`src/logic/mic_pkg.sv`:
```
// Shared constants, types and register map of the interrupt controller
// What this block does
// - Eleven sources: five pins, four timer overflows, serial and A/D.
// - Each source has flag, mask and vector; one global enable gates all.
// - Timer B/pin 2, C/3, D/4 and A/D/serial each share a vector.
// - Control bits sit at locations 000h-003h and 022h-023h.
// - Software writes never set a request flag; only the source event does.
// - Reset clears global enable and all flags, sets all masks.
// - Request is flag one with mask zero; serviced only while enable is one.
// - A priority decode array yields the vector of the serviced source.
// - Entry: finish instruction, push two cycles, clear enable after the first, jump on third.
// - Vectors 0002h to 000Eh by priority one to seven.
// - Reset and stop-cancel vector to 0000h; stop-cancel only in stop mode.
// - Entry lowers the stack pointer by four; return raises it by four.
// - Interrupt return sets the enable and restores carry and status.
// - Pins 0,1 set on falling edge; pins 2-4 by a two-bit edge code.
// - Each timer flag is set by that timer's overflow.
package mic_pkg;

    localparam int NSRC = 11;
    localparam int NGRP = 7;

    // Register indices; the APB byte address is four times the index
    localparam logic [9:0] IDX_CTL0 = 10'h000;
    localparam logic [9:0] IDX_CTL1 = 10'h001;
    localparam logic [9:0] IDX_CTL2 = 10'h002;
    localparam logic [9:0] IDX_CTL3 = 10'h003;
    localparam logic [9:0] IDX_CTL22 = 10'h022;
    localparam logic [9:0] IDX_CTL23 = 10'h023;
    localparam logic [9:0] IDX_EDGE1 = 10'h026;
    localparam logic [9:0] IDX_EDGE2 = 10'h027;
    localparam logic [9:0] IDX_EVT_STAT = 10'h030;
    localparam logic [9:0] IDX_EVT_MASK = 10'h031;

    // Bit positions within location 000h
    localparam int BIT_GIE = 0;
    localparam int BIT_RSP = 1;

    // Source order: pin0, pin1, tmrA, tmrB, pin2, tmrC, pin3, tmrD, pin4, A/D, serial
    localparam logic [9:0] SRC_REG [NSRC] = '{IDX_CTL0, IDX_CTL1, IDX_CTL1, IDX_CTL2,
        IDX_CTL22, IDX_CTL2, IDX_CTL22, IDX_CTL3, IDX_CTL23, IDX_CTL3, IDX_CTL23};
    localparam logic [1:0] SRC_FBIT [NSRC] = '{2'd2, 2'd0, 2'd2, 2'd0, 2'd0, 2'd2,
        2'd2, 2'd0, 2'd0, 2'd2, 2'd2};
    localparam logic [1:0] SRC_MBIT [NSRC] = '{2'd3, 2'd1, 2'd3, 2'd1, 2'd1, 2'd3,
        2'd3, 2'd1, 2'd1, 2'd3, 2'd3};
    localparam logic [2:0] SRC_GRP [NSRC] = '{3'd0, 3'd1, 3'd2, 3'd3, 3'd3, 3'd4,
        3'd4, 3'd5, 3'd5, 3'd6, 3'd6};

    // Vectors
    localparam logic [13:0] VEC_RESET = 14'h0000;
    localparam logic [13:0] VEC_BASE = 14'h0002;
    localparam logic [13:0] VEC_STEP = 14'h0002;

    // Stack pointer
    localparam logic [9:0] SP_RST = 10'h3ff;
    localparam logic [9:0] SP_FRAME = 10'h004;

    // Reset values
    localparam logic [NSRC-1:0] FLAG_RST = 11'h000;
    localparam logic [NSRC-1:0] MASK_RST = 11'h7ff;
    localparam logic [3:0] EDGE1_RST = 4'h0;
    localparam logic [1:0] EDGE2_RST = 2'h0;

    // Edge codes
    localparam logic [1:0] EDGE_NONE = 2'b00;
    localparam logic [1:0] EDGE_FALL = 2'b01;
    localparam logic [1:0] EDGE_RISE = 2'b10;
    localparam logic [1:0] EDGE_BOTH = 2'b11;

    // Block event bits: entry done, stop wake, return done
    localparam int EVT_ENTRY = 0;
    localparam int EVT_WAKE = 1;
    localparam int EVT_RETURN = 2;

    typedef enum logic [2:0] {
        ST_IDLE = 3'b000,
        ST_CYC1 = 3'b001,
        ST_CYC2 = 3'b010,
        ST_CYC3 = 3'b011,
        ST_WAKE = 3'b100
    } mic_state_t;

    // Frame pushed on entry
    typedef struct packed {
        logic carry_flag;
        logic branch_status_flag;
        logic [13:0] pc;
    } mic_frame_t;

    // Same-clock request pulses from peripherals
    typedef struct packed {
        logic tmr_a;
        logic tmr_b;
        logic tmr_c;
        logic tmr_d;
        logic serial;
        logic adc;
    } mic_periph_t;

endpackage

```
`src/logic/mic_edge_det.sv`:
```
// Pin synchroniser and selectable edge detector
`timescale 1ns/10ps
`default_nettype none
module mic_edge_det (
    // Clock and reset
    input wire logic i_sys_clk,
    input wire logic i_rst,
    // Pin and edge selection
    input wire logic i_pin,
    input wire logic [1:0] i_edge_code,
    // Detected edge
    output logic o_edge
);
    import mic_pkg::*;

    typedef struct packed {
        logic sync1;
        logic sync2;
        logic prev;
    } mic_edge_st_t;

    mic_edge_st_t s;
    mic_edge_st_t next_s;

    // Idle-high reset level avoids a spurious rising edge after reset
    always_comb begin
        next_s.sync1 = i_pin;
        next_s.sync2 = s.sync1;
        next_s.prev = s.sync2;
    end

    always_ff @(posedge i_sys_clk) begin
        if (i_rst) begin
            s <= 3'b111;
        end else begin
            s <= next_s;
        end
    end

    always_comb begin
        case (i_edge_code)
            EDGE_FALL: o_edge = s.prev & ~s.sync2;
            EDGE_RISE: o_edge = ~s.prev & s.sync2;
            EDGE_BOTH: o_edge = s.prev ^ s.sync2;
            default: o_edge = 1'b0;
        endcase
    end

endmodule // mic_edge_det
`default_nettype wire

```
`src/logic/mic_prio.sv`:
```
// Priority decode array: pending sources to vector
`timescale 1ns/10ps
`default_nettype none
module mic_prio (
    // Flags and masks
    input wire logic [10:0] i_flag,
    input wire logic [10:0] i_mask,
    // Decode result
    output logic [6:0] o_grp_req,
    output logic o_valid,
    output logic [13:0] o_vec
);
    import mic_pkg::*;

    always_comb begin
        o_grp_req = '0;
        for (int i = 0; i < NSRC; i++) begin
            // Shared vectors merge their sources into one group
            o_grp_req[SRC_GRP[i]] = o_grp_req[SRC_GRP[i]] | (i_flag[i] & ~i_mask[i]);
        end
    end

    always_comb begin
        o_valid = 1'b0;
        o_vec = VEC_RESET;
        // Walk from lowest priority up so the smallest number wins
        for (int g = NGRP - 1; g >= 0; g--) begin
            if (o_grp_req[g]) begin
                o_valid = 1'b1;
                o_vec = VEC_BASE + VEC_STEP * 14'(g);
            end
        end
    end

endmodule // mic_prio
`default_nettype wire

```
`src/logic/mic_ctrl.sv`:
```
// Interrupt controller top: control bits, APB slave and entry sequencer
//
// The placing of the registers and register access over APB were decided locally.
`timescale 1ns/10ps
`default_nettype none
module mic_ctrl (
    // Clock and reset
    input wire logic i_sys_clk,
    input wire logic i_rst,
    // APB slave
    input wire logic i_psel,
    input wire logic i_penable,
    input wire logic i_pwrite,
    input wire logic [11:0] i_paddr,
    input wire logic [31:0] i_pwdata,
    output logic [31:0] o_prdata,
    output logic o_pready,
    output logic o_pslverr,
    // External pins, asynchronous
    input wire logic i_ext_irq_in_0,
    input wire logic i_ext_irq_in_1,
    input wire logic i_ext_irq_in_2,
    input wire logic i_ext_irq_in_3,
    input wire logic i_ext_irq_in_4,
    input wire logic i_stop_cancel_input,
    // Peripheral request pulses, same clock
    input wire mic_pkg::mic_periph_t i_periph,
    // CPU core side
    input wire logic i_stop_mode,
    input wire logic i_carry_flag,
    input wire logic i_branch_status_flag,
    input wire logic [13:0] i_pc,
    input wire logic i_irq_return_op,
    input wire logic i_ret_carry,
    input wire logic i_ret_status,
    output logic o_finish_instr,
    output logic o_push,
    output var mic_pkg::mic_frame_t o_push_frame,
    output logic o_jump,
    output logic [13:0] o_jump_addr,
    output logic [9:0] o_stack_ptr,
    output logic o_restore,
    output logic o_restore_carry,
    output logic o_restore_status,
    output logic o_global_irq_enable,
    // Block interrupt
    output logic o_irq
);
    import mic_pkg::*;

    typedef struct packed {
        mic_state_t state;
        logic gie;
        logic [NSRC-1:0] flag;
        logic [NSRC-1:0] mask;
        logic [3:0] edge_sel1;
        logic [1:0] edge_sel2;
        logic [9:0] sp;
        logic [13:0] vec;
        mic_frame_t frame;
        logic [2:0] evt;
        logic [2:0] evt_mask;
        logic [31:0] rdata;
        logic slverr;
        logic rst_c;
        logic rst_s;
        logic restore;
    } mic_regs_t;

    mic_regs_t s;
    mic_regs_t next_s;

    logic [5:0] pin_edge;
    logic [NSRC-1:0] src_set;
    logic [6:0] grp_req;
    logic prio_valid;
    logic [13:0] prio_vec;
    logic [9:0] idx;
    logic wr_acc;
    logic rd_setup;
    logic accept;
    logic wake;
    logic [31:0] rd_word;
    logic mapped;
    logic [2:0] evt_set;

    // Pin edge detectors; pins 0 and 1 are fixed falling-edge
    mic_edge_det u_edge0 (.i_sys_clk(i_sys_clk), .i_rst(i_rst), .i_pin(i_ext_irq_in_0),
        .i_edge_code(EDGE_FALL), .o_edge(pin_edge[0]));
    mic_edge_det u_edge1 (.i_sys_clk(i_sys_clk), .i_rst(i_rst), .i_pin(i_ext_irq_in_1),
        .i_edge_code(EDGE_FALL), .o_edge(pin_edge[1]));
    mic_edge_det u_edge2 (.i_sys_clk(i_sys_clk), .i_rst(i_rst), .i_pin(i_ext_irq_in_2),
        .i_edge_code(s.edge_sel1[1:0]), .o_edge(pin_edge[2]));
    mic_edge_det u_edge3 (.i_sys_clk(i_sys_clk), .i_rst(i_rst), .i_pin(i_ext_irq_in_3),
        .i_edge_code(s.edge_sel1[3:2]), .o_edge(pin_edge[3]));
    mic_edge_det u_edge4 (.i_sys_clk(i_sys_clk), .i_rst(i_rst), .i_pin(i_ext_irq_in_4),
        .i_edge_code(s.edge_sel2), .o_edge(pin_edge[4]));
    // Stop-cancel is taken on its rising edge
    mic_edge_det u_edge_stop (.i_sys_clk(i_sys_clk), .i_rst(i_rst),
        .i_pin(i_stop_cancel_input), .i_edge_code(EDGE_RISE), .o_edge(pin_edge[5]));

    mic_prio u_prio (
        .i_flag(s.flag),
        .i_mask(s.mask),
        .o_grp_req(grp_req),
        .o_valid(prio_valid),
        .o_vec(prio_vec)
    );

    // Source order follows the package tables
    assign src_set = {i_periph.serial, i_periph.adc, pin_edge[4], i_periph.tmr_d,
        pin_edge[3], i_periph.tmr_c, pin_edge[2], i_periph.tmr_b,
        i_periph.tmr_a, pin_edge[1], pin_edge[0]};

    assign idx = i_paddr[11:2];
    assign wr_acc = i_psel & i_penable & i_pwrite;
    assign rd_setup = i_psel & ~i_penable;
    assign accept = (s.state == ST_IDLE) & prio_valid & s.gie & ~i_stop_mode;
    assign wake = (s.state == ST_IDLE) & i_stop_mode & pin_edge[5];

    // Read-back view of every location
    always_comb begin
        rd_word = '0;
        mapped = 1'b1;
        case (idx)
            IDX_CTL0, IDX_CTL1, IDX_CTL2, IDX_CTL3, IDX_CTL22, IDX_CTL23: begin
                for (int i = 0; i < NSRC; i++) begin
                    if (SRC_REG[i] == idx) begin
                        rd_word[SRC_FBIT[i]] = s.flag[i];
                        rd_word[SRC_MBIT[i]] = s.mask[i];
                    end
                end
                if (idx == IDX_CTL0) begin
                    rd_word[BIT_GIE] = s.gie;
                    rd_word[BIT_RSP] = 1'b1;
                end
            end
            IDX_EDGE1: rd_word[3:0] = s.edge_sel1;
            IDX_EDGE2: rd_word[1:0] = s.edge_sel2;
            IDX_EVT_STAT: rd_word[2:0] = s.evt;
            IDX_EVT_MASK: rd_word[2:0] = s.evt_mask;
            default: mapped = 1'b0;
        endcase
    end

    always_comb begin
        next_s = s;
        next_s.restore = 1'b0;
        evt_set = '0;
        if (rd_setup) begin
            next_s.rdata = i_pwrite ? 32'h0000_0000 : rd_word;
            next_s.slverr = ~mapped;
        end
        // Software writes: a zero clears a flag, a one leaves it alone
        if (wr_acc) begin
            for (int i = 0; i < NSRC; i++) begin
                if (SRC_REG[i] == idx) begin
                    next_s.flag[i] = s.flag[i] & i_pwdata[SRC_FBIT[i]];
                    next_s.mask[i] = i_pwdata[SRC_MBIT[i]];
                end
            end
            case (idx)
                IDX_CTL0: begin
                    next_s.gie = i_pwdata[BIT_GIE];
                    if (!i_pwdata[BIT_RSP]) begin
                        next_s.sp = SP_RST;
                    end
                end
                IDX_EDGE1: next_s.edge_sel1 = i_pwdata[3:0];
                IDX_EDGE2: next_s.edge_sel2 = i_pwdata[1:0];
                IDX_EVT_STAT: next_s.evt = s.evt & ~i_pwdata[2:0];
                IDX_EVT_MASK: next_s.evt_mask = i_pwdata[2:0];
                default: ;
            endcase
        end
        // Hardware set wins over a same-cycle software clear
        next_s.flag = next_s.flag | src_set;
        case (s.state)
            ST_IDLE: begin
                if (wake) begin
                    next_s.vec = VEC_RESET;
                    next_s.state = ST_WAKE;
                end else if (accept) begin
                    next_s.vec = prio_vec;
                    next_s.state = ST_CYC1;
                end else if (i_irq_return_op) begin
                    next_s.gie = 1'b1;
                    next_s.rst_c = i_ret_carry;
                    next_s.rst_s = i_ret_status;
                    next_s.restore = 1'b1;
                    next_s.sp = s.sp + SP_FRAME;
                    evt_set[EVT_RETURN] = 1'b1;
                end
            end
            ST_CYC1: begin
                // The CPU finishes its instruction; its state is now final
                next_s.frame = '{i_carry_flag, i_branch_status_flag, i_pc};
                next_s.state = ST_CYC2;
            end
            ST_CYC2: begin
                next_s.gie = 1'b0;
                next_s.state = ST_CYC3;
            end
            ST_CYC3: begin
                next_s.sp = s.sp - SP_FRAME;
                evt_set[EVT_ENTRY] = 1'b1;
                next_s.state = ST_IDLE;
            end
            ST_WAKE: begin
                evt_set[EVT_WAKE] = 1'b1;
                next_s.state = ST_IDLE;
            end
            default: next_s.state = ST_IDLE;
        endcase
        next_s.evt = next_s.evt | evt_set;
    end

    always_ff @(posedge i_sys_clk) begin
        if (i_rst) begin
            s <= '{ST_IDLE, 1'b0, FLAG_RST, MASK_RST, EDGE1_RST, EDGE2_RST, SP_RST,
                VEC_RESET, '0, 3'b000, 3'b000, 32'h0000_0000, 1'b0, 1'b0, 1'b0, 1'b0};
        end else begin
            s <= next_s;
        end
    end

    // Zero-wait slave: read data is captured in the setup cycle
    assign o_pready = 1'b1;
    assign o_prdata = s.rdata;
    assign o_pslverr = s.slverr;

    assign o_finish_instr = (s.state == ST_CYC1);
    assign o_push = (s.state == ST_CYC2) | (s.state == ST_CYC3);
    assign o_push_frame = s.frame;
    assign o_jump = (s.state == ST_CYC3) | (s.state == ST_WAKE);
    assign o_jump_addr = s.vec;
    assign o_stack_ptr = s.sp;
    assign o_restore = s.restore;
    assign o_restore_carry = s.rst_c;
    assign o_restore_status = s.rst_s;
    assign o_global_irq_enable = s.gie;
    assign o_irq = |(s.evt & s.evt_mask);

    a_reset_state: assert property (@(posedge i_sys_clk) disable iff (i_rst)
        $past(i_rst) |-> !s.gie && s.flag == '0 && s.mask == '1)
        else $error("control bits wrong after reset");

    a_masked_no_entry: assert property (@(posedge i_sys_clk) disable iff (i_rst)
        (s.state == ST_IDLE && !s.gie) |=> s.state != ST_CYC1)
        else $error("entry started with global enable low");

    a_entry_sequence: assert property (@(posedge i_sys_clk) disable iff (i_rst)
        (s.state == ST_IDLE && accept) |=> o_finish_instr ##1 (o_push && !o_jump)
        ##1 (o_push && o_jump && !s.gie))
        else $error("entry sequence out of order");

    a_entry_vector: assert property (@(posedge i_sys_clk) disable iff (i_rst)
        (s.state == ST_IDLE && accept) |-> ##3 (o_jump_addr == $past(prio_vec, 3)))
        else $error("jump address differs from decoded vector");

    a_first_prio: assert property (@(posedge i_sys_clk) disable iff (i_rst)
        (s.state == ST_IDLE && accept && grp_req[0]) |=> s.vec == VEC_BASE)
        else $error("highest priority source not served first");

    a_sp_entry: assert property (@(posedge i_sys_clk) disable iff (i_rst)
        (s.state == ST_CYC3) |=> s.sp == $past(s.sp) - SP_FRAME)
        else $error("stack pointer not lowered by four");

    a_return_restore: assert property (@(posedge i_sys_clk) disable iff (i_rst)
        (s.state == ST_IDLE && !accept && !wake && i_irq_return_op) |=>
        (s.gie && o_restore && o_restore_carry == $past(i_ret_carry)
        && s.sp == $past(s.sp) + SP_FRAME))
        else $error("return did not restore state");

    a_flag_hw_only: assert property (@(posedge i_sys_clk) disable iff (i_rst)
        ((s.flag & ~$past(s.flag) & ~$past(src_set)) == '0))
        else $error("request flag set without its event");

    a_stop_wake: assert property (@(posedge i_sys_clk) disable iff (i_rst)
        wake |=> (o_jump && o_jump_addr == VEC_RESET))
        else $error("stop cancel did not vector to zero");

endmodule // mic_ctrl
`default_nettype wire

```
`config.mk`:
```
export PLATFORM = sky130hd
export DESIGN_NAME = mic_ctrl
export DESIGN_NICKNAME = d
export VERILOG_FILES = /design/src/logic/mic_pkg.sv /design/src/logic/mic_edge_det.sv /design/src/logic/mic_prio.sv /design/src/logic/mic_ctrl.sv
export SDC_FILE = /design/constraint.sdc
export NUM_CORES = 1
export LEC_CHECK = 0
export BUFFER_PORTS_ARGS = -buffer_cell sky130_fd_sc_hd__buf_2
export CAP_MARGIN = 20
export CORE_ASPECT_RATIO = 2
export CORE_MARGIN = 4
export CORE_UTILIZATION = 45
export CTS_BUF_LIST = sky130_fd_sc_hd__clkbuf_4
export CTS_CLUSTER_SIZE = 12
export DETAILED_ROUTE_END_ITERATION = 8
export GPL_ROUTABILITY_DRIVEN = 0
export PLACE_DENSITY = 0.85
export REMOVE_ABC_BUFFERS = 1
export SYNTH_ARGS = -nofsm -noshare
export SYNTH_HDL_FRONTEND = slang
export SYNTH_SLANG_ARGS = --single-unit
```
`constraint.sdc`:
```
create_clock -name i_sys_clk -period 2.09 [get_ports i_sys_clk]
set_input_delay 0.418 -clock i_sys_clk [delete_from_list [all_inputs] [get_ports i_sys_clk]]
set_output_delay 0.418 -clock i_sys_clk [all_outputs]
set_load 0.005 [all_outputs]
```
==> results of run 1 <==
## area by class of cell
class | count | area (sq um) | share of cell area [%]
Clock inverter | 6 | 95.1 | 1.59
Sequential cell | 93 | 1870 | 31.3
Multi-Input combinational cell | 442 | 2620 | 43.8
Antenna cell | 1 | 2.50 | 0.0418
Inverter | 29 | 109 | 1.82
Tap cell | 140 | 175 | 2.93
Clock buffer | 10 | 75.1 | 1.26
Timing Repair Buffer | 168 | 1030 | 17.3
## critical path: stages, from the launching register on
cell and delay [ns]:
sky130_fd_sc_hd__dfxtp_2 0.35, sky130_fd_sc_hd__nor2b_4 0.12, sky130_fd_sc_hd__or4_4 0.53, sky130_fd_sc_hd__or4_4 0.56, sky130_fd_sc_hd__a21oi_4 0.22, sky130_fd_sc_hd__buf_6 0.13
sky130_fd_sc_hd__mux2i_1 0.17, sky130_fd_sc_hd__nor2_1 0.05
## final timing paths
check	end	from	slack (ns)
setup / recovery	o_restore_status	s[104]	-0.10
hold / removal	u_edge_stop.next_s[1]	i_stop_cancel_input	0.12
setup reg to reg	o_restore_status	s[104]	-0.10
hold reg to reg	u_edge3.next_s[0]	u_edge3.next_s[1]	0.42
## placed cells by master, fill, tap and decap left out, drive strengths merged, types with 3 or more instances in the layout
cell type,synthesis,routed
a211o,6,6
a211oi,7,7
a21oi,52,52
a221oi,3,3
a31oi,3,3
and3,3,3
buf,76,168
clkbuf,24,10
clkinv,1,4
conb,2,40
dfxtp,93,93
ha,8,8
inv,28,29
mux2i,21,21
nand2,89,89
nand2b,12,12
nand3,18,18
nand3b,3,3
nand4,3,3
nor2,44,44
nor2b,11,11
nor3,11,11
nor4,9,9
o211ai,3,3
o21a,4,4
o21ai,26,26
or2,17,17
or4,6,6
## flip-flops by register name, summed over array words and instances, names as in the netlist, 3 cells and up
signal,count
s,37
o_push_frame,16
o_jump_addr,3
o_stack_ptr,10
o_prdata,4
## per-layer routing
layer	routed length, um	track usage [%]	part of all wire (%)
met1	4820	22.5	35
met2	7260	38.8	52
met3	934	4.52	6.7
met4	897	15.4	6.4
met5	0	0	0
## cell families (layout without fill, tap and decap cells)
logic type | count (synthesis) | count (layout) | synth area share [%]
XOR/XNOR | 4 | 4 | 0.700
other | 2 | 41 | 0.150
AND/OR/NAND/NOR | 238 | 238 | 23.4
flip-flops | 93 | 93 | 37.2
buffers and inverters | 129 | 213 | 15.1
multiplexers | 22 | 22 | 4.42
AO/OA/AOI/OAI | 130 | 130 | 17.0
adder cells (fa/ha/maj) | 8 | 8 | 2.00
## power by group through the flow
stage          Clock, mW  Combinational (mW)  Sequential, mW
6_report            1.16               0.567            1.91
2_1_floorplan          0               0.261            1.94
3_3_place_gp           0               0.512            1.95
4_1_cts             1.18               0.543            1.91
3_5_place_dp           0               0.524            1.95
5_1_grt             1.26               0.624            1.92
## what timing repair did
| item | 4_1_cts | 5_1_grt |
|---|---|---|
| endpoints found under the setup margin | 17 | 14 |
| gates resized for setup | 18 | 12 |
| pin swaps | 12 | 3 |
| buffers inserted | 3 | 5 |
## through the flow
stage,worst slack [ns],cells
floorplan,-0.163,564
global placement,-0.253,864
detailed placement,-0.285,864
CTS,-0.0762,883
global route,-0.164,889
finish,-0.104,889
==> results.md, run 1 <==
- Netlist area before placement: 5010 sq um
- Endpoint arrival time on the critical path: around 2.6 ns
- Leftover overflow at the end of global routing: 0
- Power density over the cells: approximately 610 nW/um^2
- Launching element type of the critical path: register
- Wirelength per Cell: between 15 and 20 um
- Switching power summed over all nets: slightly above 1 mW
- Hold WC Path Type: input port to register
- Post-synth top flop: sky130_fd_sc_hd__dfxtp_1
- Post-detailed-route via-to-cell ratio: 5.43
- Number of CTS-inserted buffers: 9
- Int Power: approximately 2.6 mW
- Combinational cell fraction of total power: approximately 16%
- Synthesized instance count: between 600 and 700
- Area delta synth->final: 19.5%
- Leading area contributor after synthesis: sky130_fd_sc_hd__dfxtp_1
- Vias after detailed routing: between 4000 and 5000
- Total track usage: about 22%
- Clk Latency, worst-skew pair: ~0.46 ns
- Root Driver: sky130_fd_sc_hd__clkbuf_4
- Transition at the pin with the smallest max-transition slack: 0.555 ns
- Synthesized flop and latch total: between 90 and 100
- Leak: around 2.7 nW
- Height of the die: between 150 and 200 um
- Area fraction of the dominant cell type after synthesis: between 30% and 40%
- Wire length of the first global-routing pass: between 20000 and 25000 um
- Die Outline Area: between 10000 and 15000 sq um
- Proportion of layout cells with a drive suffix above 1: 30.5%
- Number of buffers inserted by hold repair at cts: 0
- Rows: 54
- Die span in x: approximately 83 um
- Total Nets Final: around 830
- Sequential cell fraction of total power: approximately 53%
- Final design utilization: 55.0%
- Clock skew after layout: ~0.019 ns
- Unrepaired setup endpoints after global routing: true
- Wirelength, routed: 13900 um
- Max-Slew Margin vs Limit: 62.7%
- Number of levels in the clock H-tree: 3
- Upper clock frequency limit: between 400 and 500 MHz
- Mean post-synth cell area: ~8.0 sq um
- Detailed-route DRC error count: 0
- Sinks on the clock net: 93
- Initial standard-cell utilization of the core: between 40 and 50%
- Worst setup path class: register to register
- Clock tree from TritonCTS: done
- Part of the Yosys area used for sequential elements: between 30 and 40%
- Hold violation count in the final report: 0
- Clk network pwr share: a little under a third
- Top cells by area, synth: sky130_fd_sc_hd__dfxtp_1 37%, sky130_fd_sc_hd__buf_4 11%, sky130_fd_sc_hd__nand2_1 6.7%
- Clock edge transition at the registers on the reported setup and hold paths: 0.15 ns
- Setup WS post-layout: -0.104 ns
- Ys Warns: 0
- Top cells by count, synth: 93 x sky130_fd_sc_hd__dfxtp_1, 89 x sky130_fd_sc_hd__nand2_1, 73 x sky130_fd_sc_hd__buf_4
- Post-Route Hold Slack: between 0.1 and 0.15 ns
- Async SR Flop Fraction: 0%
- Type of element capturing the critical path: register
- Number of max-cap violations: 0
- Number of pins with negative max-slew slack in the final report: 0
- Total Neg Setup Slack: -0.656 ns
- Net Sw Frac: between 20% and 30%
- Post-synth cell types: slightly above 60
- Cells on worst reg2reg path: 7
- Worst VDD drop: 0.571 mV
- I/O pin count: between 150 and 200
- Cell with the most instances after synthesis: sky130_fd_sc_hd__dfxtp_1
- Pin count of the biggest net entering global routing: 41
- Power, Total: between 3 and 4 mW
- Setup-violating endpoint count in the final report: 9
- Final clock period utilization by the worst path: 105%
- Sum of net half-perimeters after detailed placement: 10500 um
- Area of the core: roughly 11000 sq um
- Summed area of non-filler cells in the final layout: about 6000 sq um
- Initial antenna violation count: 1
- Final-layout fill cell count: 1007
- PortBufs: between 90 and 100
- Maximum fanout along the worst path: 4
- Data required time of the worst path: 2.46 ns
- Result of the run: finished, violations left
- Fin crit period: between 2 and 2.5 ns
- Number of synthesized flops with an enable pin: 0
- Min-Delay Path Depth: 2
- Detailed Routing Iterations Pass 1: 5
- Number of violations reported at the end of detailed-routing iteration 0: ~270
- Placement Cell Area: approximately 5600 sq um
- Remaining antenna violation count after routing: 0
- Bufs on Longest Clock Path: 2
- Vias in the first global route: between 4000 and 5000
- Violations in the final reports: setup timing
Note: power is estimated with default switching activity, not from simulation.
==> run 2: changes to the inputs <==
--- a/config.mk
+++ b/config.mk
@@ -14,7 +14,7 @@
 export CTS_CLUSTER_SIZE = 12
 export DETAILED_ROUTE_END_ITERATION = 8
 export GPL_ROUTABILITY_DRIVEN = 0
-export PLACE_DENSITY = 0.85
+export PLACE_DENSITY = 0.82
 export REMOVE_ABC_BUFFERS = 1
 export SYNTH_ARGS = -nofsm -noshare
 export SYNTH_HDL_FRONTEND = slang
==> constraint.sdc (replaced) <==
create_clock -name i_sys_clk -period 2.2 [get_ports i_sys_clk]
set_input_delay 0.33 -clock i_sys_clk [delete_from_list [all_inputs] [get_ports i_sys_clk]]
set_output_delay 0.33 -clock i_sys_clk [all_outputs]
set_load 0.005 [all_outputs]
==> run 2 against run 1 <==
  * The run still ends with setup timing left
  * First-iteration DRC count shrank 15%
  * Flip-flop and latch count unchanged
  * Non-clock buffer count fell by 20
  * Sequential share of layout area up 0.89 points
  * Cell area decreased by 3.2%
  * Worst setup slack improved by 0.037 ns
  * Maximum frequency fell by 3.2%
  * Critical path depth is 1 lower
  * Sequential power fell by 5%
  * Clock power is essentially flat
  * Highest routed layer unchanged
==> results.md, run 2 (synthesis results as in run 1) <==
- Result of the run: finished, violations left
- Violations in the final reports: setup timing
- Number of levels in the clock H-tree: 3
- Die span in x: 82.6 um
- Maximum fanout along the worst path: 4
- Switching power summed over all nets: ~0.93 mW
- Placement Cell Area: between 5000 and 6000 sq um
- Leftover overflow at the end of global routing: 0
- Flip-flop count of the largest register after layout: 37
- Detailed-route DRC error count: 0
- Final-layout fill cell count: around 1100
- Worst setup path class: register to register
- Initial antenna violation count: 1
- Initial standard-cell utilization of the core: between 40 and 50%
- Hold violation count in the final report: 0
- Post-detailed-route via-to-cell ratio: between 5 and 6
- Max-Slew Margin vs Limit: between 60% and 70%
- Transition at the pin with the smallest max-transition slack: around 0.59 ns
- Bufs on Longest Clock Path: 2
- Detailed Routing Iterations Pass 1: 5
- Height of the die: 157 um
- Sequential cell fraction of total power: a little over half
- Vias in the first global route: 4472
- Register bank with the most flops: s
- Worst VDD drop: 0.439 mV
- Setup-violating endpoint count in the final report: 8
- Min-Delay Path Depth: 2
- Source of the worst hold timing path: i_ext_irq_in_1
- Vias after detailed routing: about 4600
- Sinks on the clock net: 93
- Number of pins with negative max-slew slack in the final report: 0
- Clock tree from TritonCTS: done
- I/O pin count: 163
- Area of the core: approximately 11000 sq um
- Summed area of non-filler cells in the final layout: a little under 6000 sq um
- Clock skew after layout: about 0.022 ns
- Hold WC Path Type: input port to register
- Total track usage: 20.9%
- Type of element capturing the critical path: register
- Total Nets Final: approximately 810
- Fin crit period: around 2.3 ns
- Reg-to-reg critical path endpoint: o_stack_ptr[3]
- Pin count of the biggest net entering global routing: 41
- Number of max-cap violations: 0
- Commonest non-fill, non-tap cells in the layout: 92 x sky130_fd_sc_hd__buf_2, 92 x sky130_fd_sc_hd__dfxtp_1, 89 x sky130_fd_sc_hd__nand2_1
- Final clock period utilization by the worst path: 103%
- Clk Latency, worst-skew pair: between 0.4 and 0.5 ns
- Wirelength, routed: approximately 13000 um
- Die Outline Area: ~13000 sq um
- Hold path endpoint: u_edge1.next_s[1]
- Data required time of the worst path: 2.55 ns
- Post-Route Hold Slack: approximately 0.055 ns
- Number of CTS-inserted buffers: 9
- Sum of net half-perimeters after detailed placement: around 10000 um
- Root Driver: sky130_fd_sc_hd__clkbuf_4
- PortBufs: 92
- Wire length of the first global-routing pass: between 20000 and 25000 um
- Combinational cell fraction of total power: 14.5%
- Endpoint arrival time on the critical path: 2.62 ns
- Number of violations reported at the end of detailed-routing iteration 0: about 230
- Remaining antenna violation count after routing: 0
- Wirelength per Cell: 15.3 um
- Setup WS post-layout: -0.0669 ns
- Startpoint of the most critical setup path: s[104]
- Power density over the cells: between 600 and 700 nW/um^2
- R2r startpoint: s[104]
- Int Power: between 2 and 3 mW
- Leak: 2.59 nW
- Cells on worst reg2reg path: 6
- Launching element type of the critical path: register
- Unrepaired setup endpoints after global routing: true
- Upper clock frequency limit: about 440 MHz
- Clock edge transition at the registers on the reported setup and hold paths: approximately 0.14 ns
- Net Sw Frac: between 20% and 30%
- Clk network pwr share: 33.1%
- Proportion of layout cells with a drive suffix above 1: 26.8%
- Slack of the worst reg-to-reg path: -0.07 ns
- Area delta synth->final: 15.7%
- Rows: between 50 and 60
## run 2: worst max path at each step
| stage | endpoint | slack, ns | depth (start not counted) |
|---|---|---|---|
| after floorplan | o_stack_ptr[8] | -0.05 | 6 |
| after global placement | o_stack_ptr[8] | -0.12 | 6 |
| after detailed placement | o_stack_ptr[6] | -0.16 | 6 |
| after CTS | o_stack_ptr[2] | -0.07 | 7 |
| after global routing | o_stack_ptr[6] | -0.15 | 6 |
| final | o_stack_ptr[3] | -0.07 | 6 |
## run 2: metrics by stage
stage	total power [mW]	setup WS (ns)	setup TNS [ns]	util (%)	std cells
2_1_floorplan	2.09	-0.0531	-0.0553	-	564
3_3_place_gp	2.32	-0.118	-0.714	51.1	851
3_5_place_dp	2.33	-0.157	-1.06	51.1	851
4_1_cts	3.50	-0.0740	-0.466	53.1	867
5_1_grt	3.64	-0.150	-1.02	53.2	868
6_report	3.48	-0.0669	-0.386	53.2	868
## run 2: timing repair
action	CTS	global route
setup buffers	1	0
pin swaps	6	1
setup endpoints to repair	9	11
hold buffers	0	0
gates cloned	0	0
gates resized for setup	9	2
## run 2: worst max-delay path: stages, from the launching register on
cell                      delay, ns
sky130_fd_sc_hd__dfxtp_2       0.36
sky130_fd_sc_hd__nor2b_4       0.13
sky130_fd_sc_hd__or4_4         0.56
sky130_fd_sc_hd__or4_4         0.59
sky130_fd_sc_hd__a21oi_4       0.25
sky130_fd_sc_hd__o21ai_1       0.11
sky130_fd_sc_hd__a21o_1        0.18
## run 2: power by group through the flow
stage / logic (mW) / registers (mW) / clock network (mW)
2_1_floorplan: 0.248 / 1.84 / 0
3_3_place_gp: 0.465 / 1.85 / 0
3_5_place_dp: 0.478 / 1.86 / 0
4_1_cts: 0.491 / 1.82 / 1.19
5_1_grt: 0.562 / 1.83 / 1.25
6_report: 0.503 / 1.82 / 1.15
## run 2: area by class of cell
class / instances / area, sq um / share of cell area [%]
sequential: 93 / 1860 / 32.2
clock inverter: 6 / 111 / 1.92
timing repair buffer: 148 / 897 / 15.5
inverter: 29 / 109 / 1.88
multi-input combinational: 442 / 2570 / 44.3
clock buffer: 9 / 67.6 / 1.17
antenna: 1 / 2.50 / 0.0432
tap: 140 / 175 / 3.02
## run 2: per-layer routing
metal	vias to the layer above	share of wire (%)	track usage, %
li1	2234	-	-
met1	2100	35	21.1
met2	215	52	36.5
met3	56	7.1	4.52
met4	0	6.3	14.7
met5	-	0	0
